[src/hdl/asa_params.svh]
// Register offsets, field positions, reset values and timing counts.
`ifndef ASA_PARAMS_SVH
`define ASA_PARAMS_SVH
`define A_CTRL 8'h00
`define A_CHEN 8'h04
`define A_CHDIR 8'h08
`define A_DRIVE 8'h0C
`define A_ALSEL 8'h10
`define A_ZCCFG 8'h14
`define A_STATUS 8'h18
`define A_MASK 8'h1C
`define A_RESULT 8'h20
`define A_STATS 8'h24
`define A_RMS 8'h28
`define A_GPI 8'h2C
`define A_THR_PAGE 3'h2
`define F_MODE 1:0
`define F_STATS 2
`define F_RMS 3
`define F_RMSSUB 4
`define F_OSR 7:5
`define F_RMSN 11:8
`define F_RMSCH 14:12
`define F_ZCEN 15
`define F_ZCCH 18:16
`define F_BLKEN 19
`define F_HYST 23:20
`define F_MANCH 26:24
`define CTRL_MASK 32'h07FFFFFF
`define R_CHEN 8'h01
`define R_ALSEL 24'h0000FF
`define R_ZCCFG 16'h0032
`define RMS_LOG_MAX 4'hA
`define ZC_LEVEL 12'h800
`define CLK_MHZ 25
`define OSC_NS 10000
`define OSC_CYC (`OSC_NS * `CLK_MHZ / 1000)
`endif

[src/hdl/asa_pkg.sv]
// Types shared by the converter control logic.
package asa_pkg;
    typedef enum logic [1:0] {MODE_MANUAL, MODE_AUTOSEQ, MODE_AUTON} asa_mode_e;
    typedef enum logic [1:0] {ST_IDLE, ST_SAMPLE, ST_SEND} asa_state_e;
    typedef struct packed {
        asa_state_e st;
        logic [31:0] ctrl;
        logic [7:0] chEn;
        logic [15:0] chDir;
        logic [15:0] drive;
        logic [23:0] alSel;
        logic [15:0] zcCfg;
        logic [23:0] status;
        logic [23:0] mask;
        logic [7:0][27:0] thr;
        logic [2:0] ch;
        logic [7:0] osrCnt;
        logic [19:0] acc;
        logic [11:0] result;
        logic [2:0] resCh;
        logic resValid;
        logic [11:0] minV;
        logic [11:0] maxV;
        logic [33:0] sumSq;
        logic [21:0] sum;
        logic [10:0] rmsCnt;
        logic [11:0] rms;
        logic [7:0] rgnHi;
        logic [7:0] rgnLo;
        logic [2:0] sclSy;
        logic [2:0] sdaSy;
        logic [7:0] gpiS1;
        logic [7:0] gpiS2;
        logic [7:0] gpiPrev;
        logic [15:0] shift;
        logic [4:0] bitCnt;
        logic autoRun;
        logic [15:0] oscCnt;
        logic zcState;
        logic [7:0] blankCnt;
        logic adcStart;
        logic [2:0] adcCh;
        logic [7:0] gpoOut;
        logic [7:0] gpoOen;
        logic sdaOut;
        logic sdaOen;
        logic alert;
        logic irq;
        logic [31:0] prdata;
        logic pready;
        logic pslverr;
    } asa_state_s;
endpackage

[src/hdl/adc_sequencer_alert_control.sv]
// Eight-channel converter control: sequencing, alerts, zero-cross, averaging and RMS.
//
// Summary of operation
// RULE1 - Each channel enables separately and is analog input, digital input or output.
// RULE2 - Selected analog channels flag and alert on high or low threshold, with hysteresis.
// RULE3 - Selected digital inputs flag and alert on the chosen edge kind.
// RULE4 - Digital outputs are open-drain unless push-pull is selected.
// RULE5 - Zero-cross detector can be enabled and its state steers mapped outputs.
// RULE6 - Zero-cross detector watches exactly one selected channel.
// RULE7 - Zero-cross changes are suppressed during an optional blanking interval.
// RULE8 - Host start condition begins a manual conversion; result shifts out on the bus.
// RULE9 - Auto-sequence steps through enabled analog channels in ascending order.
// RULE10 - Host keeps clocking the bus during auto-sequence.
// RULE11 - Autonomous mode restarts conversions from the internal oscillator.
// RULE12 - Autonomous mode returns no data; only the alert output reports. The code also drives irq for flags enabled in the mask.
// RULE13 - Reset leaves manual mode; only a control write changes the mode.
// RULE14 - One oversampling ratio applies to every analog channel.
// RULE15 - Statistics (minimum and maximum) switch on or off independently.
// RULE16 - RMS over N samples, root of mean square minus optional mean.
// RULE17 - Event flags stay set until software clears them.
//
// The implementer's own choices: the APB interface to the registers and the register addresses.
`timescale 1ns/100ps
`include "asa_params.svh"

module adc_sequencer_alert_control #(
    parameter int AUTO_PERIOD = `OSC_CYC
) (
    input wire logic clk,
    input wire logic resetn,
    input wire logic psel,
    input wire logic penable,
    input wire logic pwrite,
    input wire logic [7:0] paddr,
    input wire logic [31:0] pwdata,
    output logic [31:0] prdata,
    output logic pready,
    output logic pslverr,
    input wire logic sclIn,
    input wire logic sdaIn,
    output logic sdaOut,
    output logic sdaOen,
    output logic adcStart,
    output logic [2:0] adcCh,
    input wire logic adcDone,
    input wire logic [11:0] adcData,
    input wire logic [7:0] gpioIn,
    output logic [7:0] gpoOut,
    output logic [7:0] gpoOen,
    output logic alert,
    output logic irq
);

    asa_pkg::asa_state_s s;
    asa_pkg::asa_state_s n;
    asa_pkg::asa_mode_e mode;
    logic [7:0] anMask;
    logic [7:0] dinMask;
    logic [7:0] doutMask;
    logic anyAn;
    logic sclFall;
    logic busStart;
    logic setup;
    logic wr;
    logic [2:0] osr;
    logic osrLast;
    logic [19:0] accN;
    logic [11:0] avgRes;
    logic [3:0] rmsLog;
    logic [33:0] sumSqN;
    logic [21:0] sumN;
    logic [11:0] mean;
    logic [11:0] hi;
    logic [11:0] lo;
    logic [12:0] hyst;
    logic zcNew;
    logic issue;
    logic [2:0] issCh;
    logic [23:0] setV;
    logic [23:0] clrV;
    logic [7:0] gpoVal;

    ////////////////////////////////////////////////////////////////////////////////

    // Next set bit of m after cur, wrapping; cur itself when no other is set.
    function automatic logic [2:0] nextCh(input logic [7:0] m, input logic [2:0] cur);
        logic [2:0] k;
        logic [2:0] r;
        r = cur;
        for (int i = 7; i >= 1; i--) begin
            k = cur + 3'(i);
            if (m[k]) begin
                r = k;
            end
        end
        return r;
    endfunction

    function automatic logic [11:0] isqrt(input logic [23:0] v);
        logic [11:0] r;
        logic [11:0] c;
        r = 12'h000;
        for (int i = 11; i >= 0; i--) begin
            c = r | (12'h001 << i);
            if (24'(c) * 24'(c) <= v) begin
                r = c;
            end
        end
        return r;
    endfunction

    ////////////////////////////////////////////////////////////////////////////////

    assign mode = asa_pkg::asa_mode_e'(s.ctrl[`F_MODE]);
    always_comb begin
        for (int i = 0; i < 8; i++) begin
            anMask[i] = s.chEn[i] & (s.chDir[2*i +: 2] == 2'h0); // RULE1
            dinMask[i] = s.chEn[i] & (s.chDir[2*i +: 2] == 2'h1);
            doutMask[i] = s.chEn[i] & (s.chDir[2*i +: 2] == 2'h2);
        end
    end
    assign anyAn = |anMask;
    assign sclFall = s.sclSy[2] & ~s.sclSy[1];
    // Start is ignored while the block drives data, since its own SDA edges would alias.
    assign busStart = s.sclSy[1] & s.sdaSy[2] & ~s.sdaSy[1] & (s.st != asa_pkg::ST_SEND);
    assign setup = psel & ~penable & ~s.pready;
    assign wr = psel & penable & pwrite & s.pready;
    assign osr = s.ctrl[`F_OSR];
    assign osrLast = s.osrCnt == 8'((8'h01 << osr) - 8'h01); // RULE14
    assign accN = s.acc + 20'(adcData);
    assign avgRes = 12'(accN >> osr);
    assign rmsLog = (s.ctrl[`F_RMSN] > `RMS_LOG_MAX) ? `RMS_LOG_MAX : s.ctrl[`F_RMSN];
    assign sumSqN = s.sumSq + 34'(24'(avgRes) * 24'(avgRes));
    assign sumN = s.sum + 22'(avgRes);
    assign mean = 12'(sumN >> rmsLog);
    assign hi = s.thr[s.ch][11:0];
    assign lo = s.thr[s.ch][27:16];
    assign hyst = 13'(s.ctrl[`F_HYST]);
    assign zcNew = avgRes >= `ZC_LEVEL;

    ////////////////////////////////////////////////////////////////////////////////

    always_comb begin
        n = s;
        issue = 1'b0;
        issCh = s.ch;
        setV = 24'h000000;
        clrV = 24'h000000;
        gpoVal = 8'h00;
        n.adcStart = 1'b0;
        n.sclSy = {s.sclSy[1:0], sclIn};
        n.sdaSy = {s.sdaSy[1:0], sdaIn};
        n.gpiS1 = gpioIn;
        n.gpiS2 = s.gpiS1;
        n.gpiPrev = s.gpiS2;
        n.pready = setup;
        n.pslverr = 1'b0;
        if (setup) begin
            n.prdata = 32'h00000000;
            if (paddr == `A_CTRL) begin
                n.prdata = s.ctrl;
            end else if (paddr == `A_CHEN) begin
                n.prdata = {24'h000000, s.chEn};
            end else if (paddr == `A_CHDIR) begin
                n.prdata = {16'h0000, s.chDir};
            end else if (paddr == `A_DRIVE) begin
                n.prdata = {16'h0000, s.drive};
            end else if (paddr == `A_ALSEL) begin
                n.prdata = {8'h00, s.alSel};
            end else if (paddr == `A_ZCCFG) begin
                n.prdata = {16'h0000, s.zcCfg};
            end else if (paddr == `A_STATUS) begin
                n.prdata = {8'h00, s.status};
            end else if (paddr == `A_MASK) begin
                n.prdata = {8'h00, s.mask};
            end else if (paddr == `A_RESULT) begin
                n.prdata = {15'h0000, s.resValid, 1'b0, s.resCh, s.result};
            end else if (paddr == `A_STATS) begin
                n.prdata = {4'h0, s.maxV, 4'h0, s.minV};
            end else if (paddr == `A_RMS) begin
                n.prdata = {20'h00000, s.rms};
            end else if (paddr == `A_GPI) begin
                n.prdata = {23'h000000, s.zcState, s.gpiS2};
            end else if (paddr[7:5] == `A_THR_PAGE && paddr[1:0] == 2'h0) begin
                n.prdata = {4'h0, s.thr[paddr[4:2]]};
            end else begin
                n.pslverr = 1'b1;
            end
        end
        if (wr) begin
            if (paddr == `A_CTRL) begin
                n.ctrl = pwdata & `CTRL_MASK; // RULE13
            end else if (paddr == `A_CHEN) begin
                n.chEn = pwdata[7:0]; // RULE1
            end else if (paddr == `A_CHDIR) begin
                n.chDir = pwdata[15:0];
            end else if (paddr == `A_DRIVE) begin
                n.drive = pwdata[15:0];
            end else if (paddr == `A_ALSEL) begin
                n.alSel = pwdata[23:0];
            end else if (paddr == `A_ZCCFG) begin
                n.zcCfg = pwdata[15:0];
            end else if (paddr == `A_STATUS) begin
                clrV = pwdata[23:0];
            end else if (paddr == `A_MASK) begin
                n.mask = pwdata[23:0];
            end else if (paddr[7:5] == `A_THR_PAGE && paddr[1:0] == 2'h0) begin
                n.thr[paddr[4:2]] = {pwdata[27:16], 4'h0, pwdata[11:0]};
            end
        end

        for (int i = 0; i < 8; i++) begin
            if (s.alSel[i] && dinMask[i]) begin
                setV[16+i] = (s.alSel[8+i] & s.gpiS2[i] & ~s.gpiPrev[i])
                           | (s.alSel[16+i] & ~s.gpiS2[i] & s.gpiPrev[i]); // RULE3
            end
        end

        if (mode != asa_pkg::MODE_AUTON) begin
            n.autoRun = 1'b0;
        end else if (s.autoRun) begin
            n.oscCnt = (s.oscCnt == 16'h0000) ? 16'(AUTO_PERIOD - 1) : s.oscCnt - 16'h0001;
        end

        case (s.st)
            asa_pkg::ST_IDLE: begin
                if (busStart && mode == asa_pkg::MODE_MANUAL) begin
                    issue = 1'b1; // RULE8
                    issCh = s.ctrl[`F_MANCH];
                end else if (busStart && mode != asa_pkg::MODE_MANUAL && anyAn) begin
                    issue = mode != asa_pkg::MODE_AUTON || !s.autoRun;
                    issCh = nextCh(anMask, 3'h7); // RULE9
                    if (mode == asa_pkg::MODE_AUTON) begin
                        n.autoRun = 1'b1;
                        n.oscCnt = 16'(AUTO_PERIOD - 1);
                    end
                end else if (s.autoRun && mode == asa_pkg::MODE_AUTON && s.oscCnt == 16'h0000
                             && anyAn) begin
                    issue = 1'b1; // RULE11
                    issCh = nextCh(anMask, s.ch);
                end
            end
            asa_pkg::ST_SAMPLE: begin
                if (adcDone && !osrLast) begin
                    n.acc = accN;
                    n.osrCnt = s.osrCnt + 8'h01;
                    n.adcStart = 1'b1; // RULE14
                end else if (adcDone) begin
                    n.result = avgRes;
                    n.resCh = s.ch;
                    n.resValid = 1'b1;
                    if (s.alSel[s.ch] && anMask[s.ch]) begin
                        if (avgRes > hi && !s.rgnHi[s.ch]) begin
                            setV[s.ch] = 1'b1; // RULE2
                            n.rgnHi[s.ch] = 1'b1;
                        end else if (s.rgnHi[s.ch] && 13'(avgRes) + hyst < 13'(hi)) begin
                            n.rgnHi[s.ch] = 1'b0;
                        end
                        if (avgRes < lo && !s.rgnLo[s.ch]) begin
                            setV[8 + s.ch] = 1'b1; // RULE2
                            n.rgnLo[s.ch] = 1'b1;
                        end else if (s.rgnLo[s.ch] && 13'(avgRes) > 13'(lo) + hyst) begin
                            n.rgnLo[s.ch] = 1'b0;
                        end
                    end
                    if (s.ctrl[`F_STATS]) begin
                        n.minV = (avgRes < s.minV) ? avgRes : s.minV; // RULE15
                        n.maxV = (avgRes > s.maxV) ? avgRes : s.maxV;
                    end
                    if (s.ctrl[`F_RMS] && s.ch == s.ctrl[`F_RMSCH]) begin
                        n.sumSq = sumSqN;
                        n.sum = sumN;
                        n.rmsCnt = s.rmsCnt + 11'h001;
                        if (s.rmsCnt == 11'((11'h001 << rmsLog) - 11'h001)) begin
                            n.rms = isqrt(24'(sumSqN >> rmsLog))
                                  - (s.ctrl[`F_RMSSUB] ? mean : 12'h000); // RULE16
                            n.sumSq = 34'h0;
                            n.sum = 22'h0;
                            n.rmsCnt = 11'h000;
                        end
                    end
                    if (s.ctrl[`F_ZCEN] && s.ch == s.ctrl[`F_ZCCH]) begin // RULE6
                        if (s.ctrl[`F_BLKEN] && s.blankCnt != 8'h00) begin
                            n.blankCnt = s.blankCnt - 8'h01; // RULE7
                        end else if (zcNew != s.zcState) begin
                            n.zcState = zcNew; // RULE5
                            n.blankCnt = s.zcCfg[7:0];
                        end
                    end
                    if (mode == asa_pkg::MODE_AUTON) begin
                        n.st = asa_pkg::ST_IDLE; // RULE12
                    end else begin
                        n.shift = {1'b0, s.ch, avgRes};
                        n.bitCnt = 5'h10;
                        n.st = asa_pkg::ST_SEND; // RULE8
                    end
                end
            end
            asa_pkg::ST_SEND: begin
                if (sclFall && s.bitCnt != 5'h00) begin
                    n.sdaOen = s.shift[15];
                    n.shift = {s.shift[14:0], 1'b0};
                    n.bitCnt = s.bitCnt - 5'h01;
                end else if (sclFall) begin
                    n.sdaOen = 1'b1;
                    n.st = asa_pkg::ST_IDLE;
                    if (mode == asa_pkg::MODE_AUTOSEQ && anyAn) begin
                        issue = 1'b1; // RULE9
                        issCh = nextCh(anMask, s.ch);
                    end
                end
            end
            default: begin
                n.st = asa_pkg::ST_IDLE;
            end
        endcase

        if (issue) begin
            n.ch = issCh;
            n.adcCh = issCh;
            n.adcStart = 1'b1;
            n.osrCnt = 8'h00;
            n.acc = 20'h00000;
            n.st = asa_pkg::ST_SAMPLE;
        end
        if (!n.ctrl[`F_STATS]) begin
            n.minV = 12'hFFF;
            n.maxV = 12'h000;
        end
        if (!n.ctrl[`F_RMS]) begin
            n.sumSq = 34'h0;
            n.sum = 22'h0;
            n.rmsCnt = 11'h000;
        end

        // A hardware event in the clearing cycle survives the clear.
        n.status = (s.status & ~clrV) | setV; // RULE17
        n.alert = |n.status;
        n.irq = |(n.status & n.mask);
        for (int i = 0; i < 8; i++) begin
            gpoVal[i] = s.zcCfg[8+i] ? n.zcState : n.drive[8+i]; // RULE5
            n.gpoOut[i] = n.drive[i] & gpoVal[i]; // RULE4
            n.gpoOen[i] = ~(doutMask[i] & (n.drive[i] | ~gpoVal[i]));
        end
    end

    always_ff @(posedge clk or negedge resetn) begin
        if (!resetn) begin
            s <= '0;
            s.chEn <= `R_CHEN;
            s.alSel <= `R_ALSEL;
            s.zcCfg <= `R_ZCCFG;
            s.minV <= 12'hFFF;
            s.sdaOen <= 1'b1;
            s.gpoOen <= 8'hFF;
        end else begin
            s <= n;
        end
    end

    assign prdata = s.prdata;
    assign pready = s.pready;
    assign pslverr = s.pslverr;
    assign sdaOut = s.sdaOut;
    assign sdaOen = s.sdaOen;
    assign adcStart = s.adcStart;
    assign adcCh = s.adcCh;
    assign gpoOut = s.gpoOut;
    assign gpoOen = s.gpoOen;
    assign alert = s.alert;
    assign irq = s.irq;
endmodule

[config.mk]
export PLATFORM = sky130hd
export DESIGN_NAME = adc_sequencer_alert_control
export DESIGN_NICKNAME = d
export VERILOG_FILES = /design/src/hdl/asa_pkg.sv /design/src/hdl/adc_sequencer_alert_control.sv
export VERILOG_INCLUDE_DIRS = /design/src /design/src/hdl
export SDC_FILE = /design/constraint.sdc
export NUM_CORES = 2
export LEC_CHECK = 0
export CAP_MARGIN = 20
export CORE_MARGIN = 1
export CORE_UTILIZATION = 45
export DETAILED_ROUTE_END_ITERATION = 8
export DONT_BUFFER_PORTS = 1
export PLACE_DENSITY_LB_ADDON = 0.12
export SLEW_MARGIN = 20
export SYNTH_ARGS = -nofsm -noshare
export SYNTH_HDL_FRONTEND = slang
export SYNTH_SLANG_ARGS = --single-unit
[constraint.sdc]
create_clock -name clk -period 194.1 [get_ports clk]
set_input_delay 0 -clock clk [delete_from_list [all_inputs] [get_ports clk]]
set_output_delay 0 -clock clk [all_outputs]
set_load 0.02 [all_outputs]
==> flow_metrics.py <==
metrics = {
    "run_status": {
        "outcome": "finished, violations left",
        "violations_in_the_final_reports": "design-rule violations",
    },
    "yosys": {
        "syn-mean-instance-area_sq_um": 9.671,
        "synth.ff_latch_count": 673,
        "number_of_warnings_printed_during_yosys_synthesis": 0,
        "synth_cell_types": 121,
        "sequential_share_of_the_synthesized_area_pct": 27.76,
        "syn_inst": 6288,
        "ys_dominant_reg_cell": "sky130_fd_sc_hd__dfrtp_1",
        "synth_enable_flop_cells": 0,
        "ys_async_sr_fraction_pct": 100.0,
        "syn-cell-area_sq_um": 60810,
    },
    "critical_path": {
        "cp_data_required_time_ns": 194.62,
        "reg2regPathDepth": 298,
        "criticalPathCategory": "flop to flop",
        "worst-path-max-fanout": 25,
        "regToRegStartpoint": "s[270]",
        "cp.arrival_ns": 73.01,
        "critical-path-top-cell-by-count": "sky130_fd_sc_hd__ha_1",
        "crit-reg2reg-capture": "s[162]",
        "cp-end-kind": "flop",
        "timing.critical_path.slowest_cell_delay_ns": 0.96,
        "setup.reg_to_reg.worst_slack_ns": 121.61,
        "timing.critical_path.slowest_stage_cell": "sky130_fd_sc_hd__a2111oi_1",
        "cp-start-kind": "flop",
    },
    "placement": {
        "io_buffers": 0,
        "place.gp.congestion": 0.9825,
        "detailed_place_hpwl_mm": 147.4,
        "dpl.cell_count": 7826,
        "placed_cell_area_sq_um": 62500,
    },
    "timing": {
        "unrepaired_setup_endpoints_after_global_routing": "no",
        "totalNegativeSetupSlack_ns": 0,
        "maxSlewHeadroom_pct": 12.94,
        "setup_viol": 0,
        "timing.final.max_slew_violations": 0,
        "tightest_slew_ns": 1.273,
        "finalHoldViolations": 0,
        "layout_min_cycle_time_ns": 72.49,
        "min_period_over_period_pct": 37.35,
        "max_clock_freq_mhz": 13.80,
        "skew_ns": 0.03041,
    },
    "global_routing": {
        "via_count_of_the_first_global_routing_pass": 48240,
        "globalRouteOverflowTotal": 0,
        "grt_use_total_pct": 29.72,
        "grt_start_max_net_pins": 674,
        "grt_antenna_before_repair": 15,
        "grt_first_pass_wirelength_mm": 307.0,
    },
    "route": {
        "drt-vias-per-instance": 6.064,
        "drc": 10,
        "total_detailed_routing_wirelength_mm": 202.3,
        "detailroute.via_count": 48860,
        "drtAntennaViolNets": 0,
        "first_iter_violations": 4892,
        "first_pass_iters": 9,
        "drt-wirelength-per-cell_um": 25.11,
    },
    "clock_tree": {
        "path_clk_slew_ns": 0.06,
        "clock_sink_total": 673,
        "cts_tree": "built",
        "root_buffer": "sky130_fd_sc_hd__clkbuf_16",
        "clock_insertion_delay_worst_skew_ns": 0.69,
        "cts-root-to-sink-buffers": 3,
        "numCtsBuffers": 77,
        "cts.repair_timing.setup_buffer_count": 0,
        "cts_max_level": 3,
    },
    "flow_run": {
        "maxCapViolCount": 0,
    },
    "layout": {
        "proportion_of_layout_cells_with_a_drive_suffix_above_1_pct": 13.77,
        "layout_commonest_cell": "sky130_fd_sc_hd__inv_1",
        "layout.filler_cells": 12490,
        "post_layout_nonfiller_instances": 8057,
        "final_net_count": 7171,
        "area.growth.synth_to_final_pct": 8.852,
        "mostFrequentLayoutCells": "658 x sky130_fd_sc_hd__inv_1, 636 x sky130_fd_sc_hd__dfrtp_1, 577 x sky130_fd_sc_hd__ha_1, 463 x sky130_fd_sc_hd__nand2_1, 392 x sky130_fd_sc_hd__nor2_1",
        "post-route-cell-area_sq_um": 66190,
    },
    "floorplan": {
        "die_height_um": 369.6,
        "core_area_sq_um": 133800,
        "floorplan.die.width_um": 369.6,
        "placement_rows": 134,
        "top_level_ports": 126,
        "initial_core_util_pct": 45.45,
        "design.die.area_sq_um": 136600,
    },
    "hold_path": {
        "hold_depth": 4,
        "kind_of_path_behind_the_tightest_hold_check": "primary input to flop",
        "timing.hold.worst.start": "paddr[3]",
        "worstHoldEndpoint": "prdata[17]",
    },
}
[through the flow]
stage               util (%)  setup slack, ns  hold slack (ns)
detailed placement     46.71           122.16          -0.2660
floorplan                  -           127.15          -0.2956
CTS                    49.35           121.83         0.008218
finish                 49.47           121.61          0.06259
global placement       46.71           122.53          -0.2641
global route           49.47           116.45          0.02931
[synthesized netlist by cell type, types with 58 or more instances]
master                     count  area [sq um]
sky130_fd_sc_hd__dfrtp_1     640         16020
sky130_fd_sc_hd__fa_1        304          6086
sky130_fd_sc_hd__xnor2_1     166          1454
sky130_fd_sc_hd__o21ai_0     313          1567
sky130_fd_sc_hd__clkbuf_1    226         848.3
sky130_fd_sc_hd__nand2_1     464          1742
sky130_fd_sc_hd__mux4_2      121          2725
sky130_fd_sc_hd__o22ai_1      63         394.1
sky130_fd_sc_hd__xor2_1       64         560.5
sky130_fd_sc_hd__a21o_1      104         780.8
sky130_fd_sc_hd__a21oi_1     298          1491
sky130_fd_sc_hd__inv_1       659          2474
sky130_fd_sc_hd__mux2i_1      94         940.9
sky130_fd_sc_hd__nand4_1      72         450.4
sky130_fd_sc_hd__o21a_1       58         435.4
sky130_fd_sc_hd__ha_1        577          7219
sky130_fd_sc_hd__nor2b_1      60         375.4
sky130_fd_sc_hd__mux2_2      343          3862
sky130_fd_sc_hd__nor2_1      398          1494
sky130_fd_sc_hd__nor3_1       80         400.4
sky130_fd_sc_hd__nand3_1     105         525.5
[routing by layer]
layer | GRT usage [%] | part of all wire, % | vias to the layer above
li1 | - | - | 22170
met1 | 43.06 | 46 | 24720
met2 | 44.27 | 43 | 1610
met3 | 6.047 | 7.4 | 346
met4 | 9.313 | 3.3 | 8
met5 | 0 | 0.023 | -
[critical path, delay by kind of cell (launching register included)]
| kind | cells | cell delay, ns |
|---|---|---|
| AOI/OAI and AO/OA | 111 | 22.57 |
| xor gates and xnor gates | 15 | 2.18 |
| adders and majority gates | 79 | 29.46 |
| buffers and inverters | 38 | 6.26 |
| DFF | 1 | 0.37 |
| muxes | 2 | 0.37 |
| and+or+nand+nor | 53 | 11.04 |
[kinds of logic (layout without fill, tap and decap cells)]
family	after synthesis	after routing	synth area share [%]
buf+inv	1019	1011	6.714
other cells	1	10	0.006167
simple gates	1510	1510	12.06
flops	673	673	27.76
mux	558	558	12.38
compound gates	1409	1409	15.67
xor+xnor	236	236	3.506
fa+ha+maj	882	882	21.90
[final cells by class]
class | instances | area (sq um) | share of cell area [%]
well taps | 1768 | 2212 | 3.342
clock inverters | 26 | 370.4 | 0.5595
diodes | 5 | 12.51 | 0.01890
repair buffers | 200 | 1822 | 2.752
multi-input cells | 4600 | 40030 | 60.48
flip-flops and latches | 673 | 16890 | 25.52
inverters | 670 | 2517 | 3.803
clock buffers | 115 | 2332 | 3.523
[repair_timing]
item / 4_1_cts / 5_1_grt
hold buffers: 78 / 3
hold endpoints to repair: 1180 / 135
resized for setup: 0 / 0
[worst max-delay path by stage]
stage	startpoint	endpoint	slack, ns	depth (start not counted)
floorplan	s[270]	s[161]	127.15	302
global placement	s[270]	s[162]	122.53	296
detailed placement	s[270]	s[162]	122.16	296
CTS	s[270]	s[162]	121.83	298
global route	s[270]	s[162]	116.45	296
finish	s[270]	s[162]	121.61	298
Power is not shown: default switching activity piles up to over one toggle a cycle in this logic, so the estimate is an artifact.
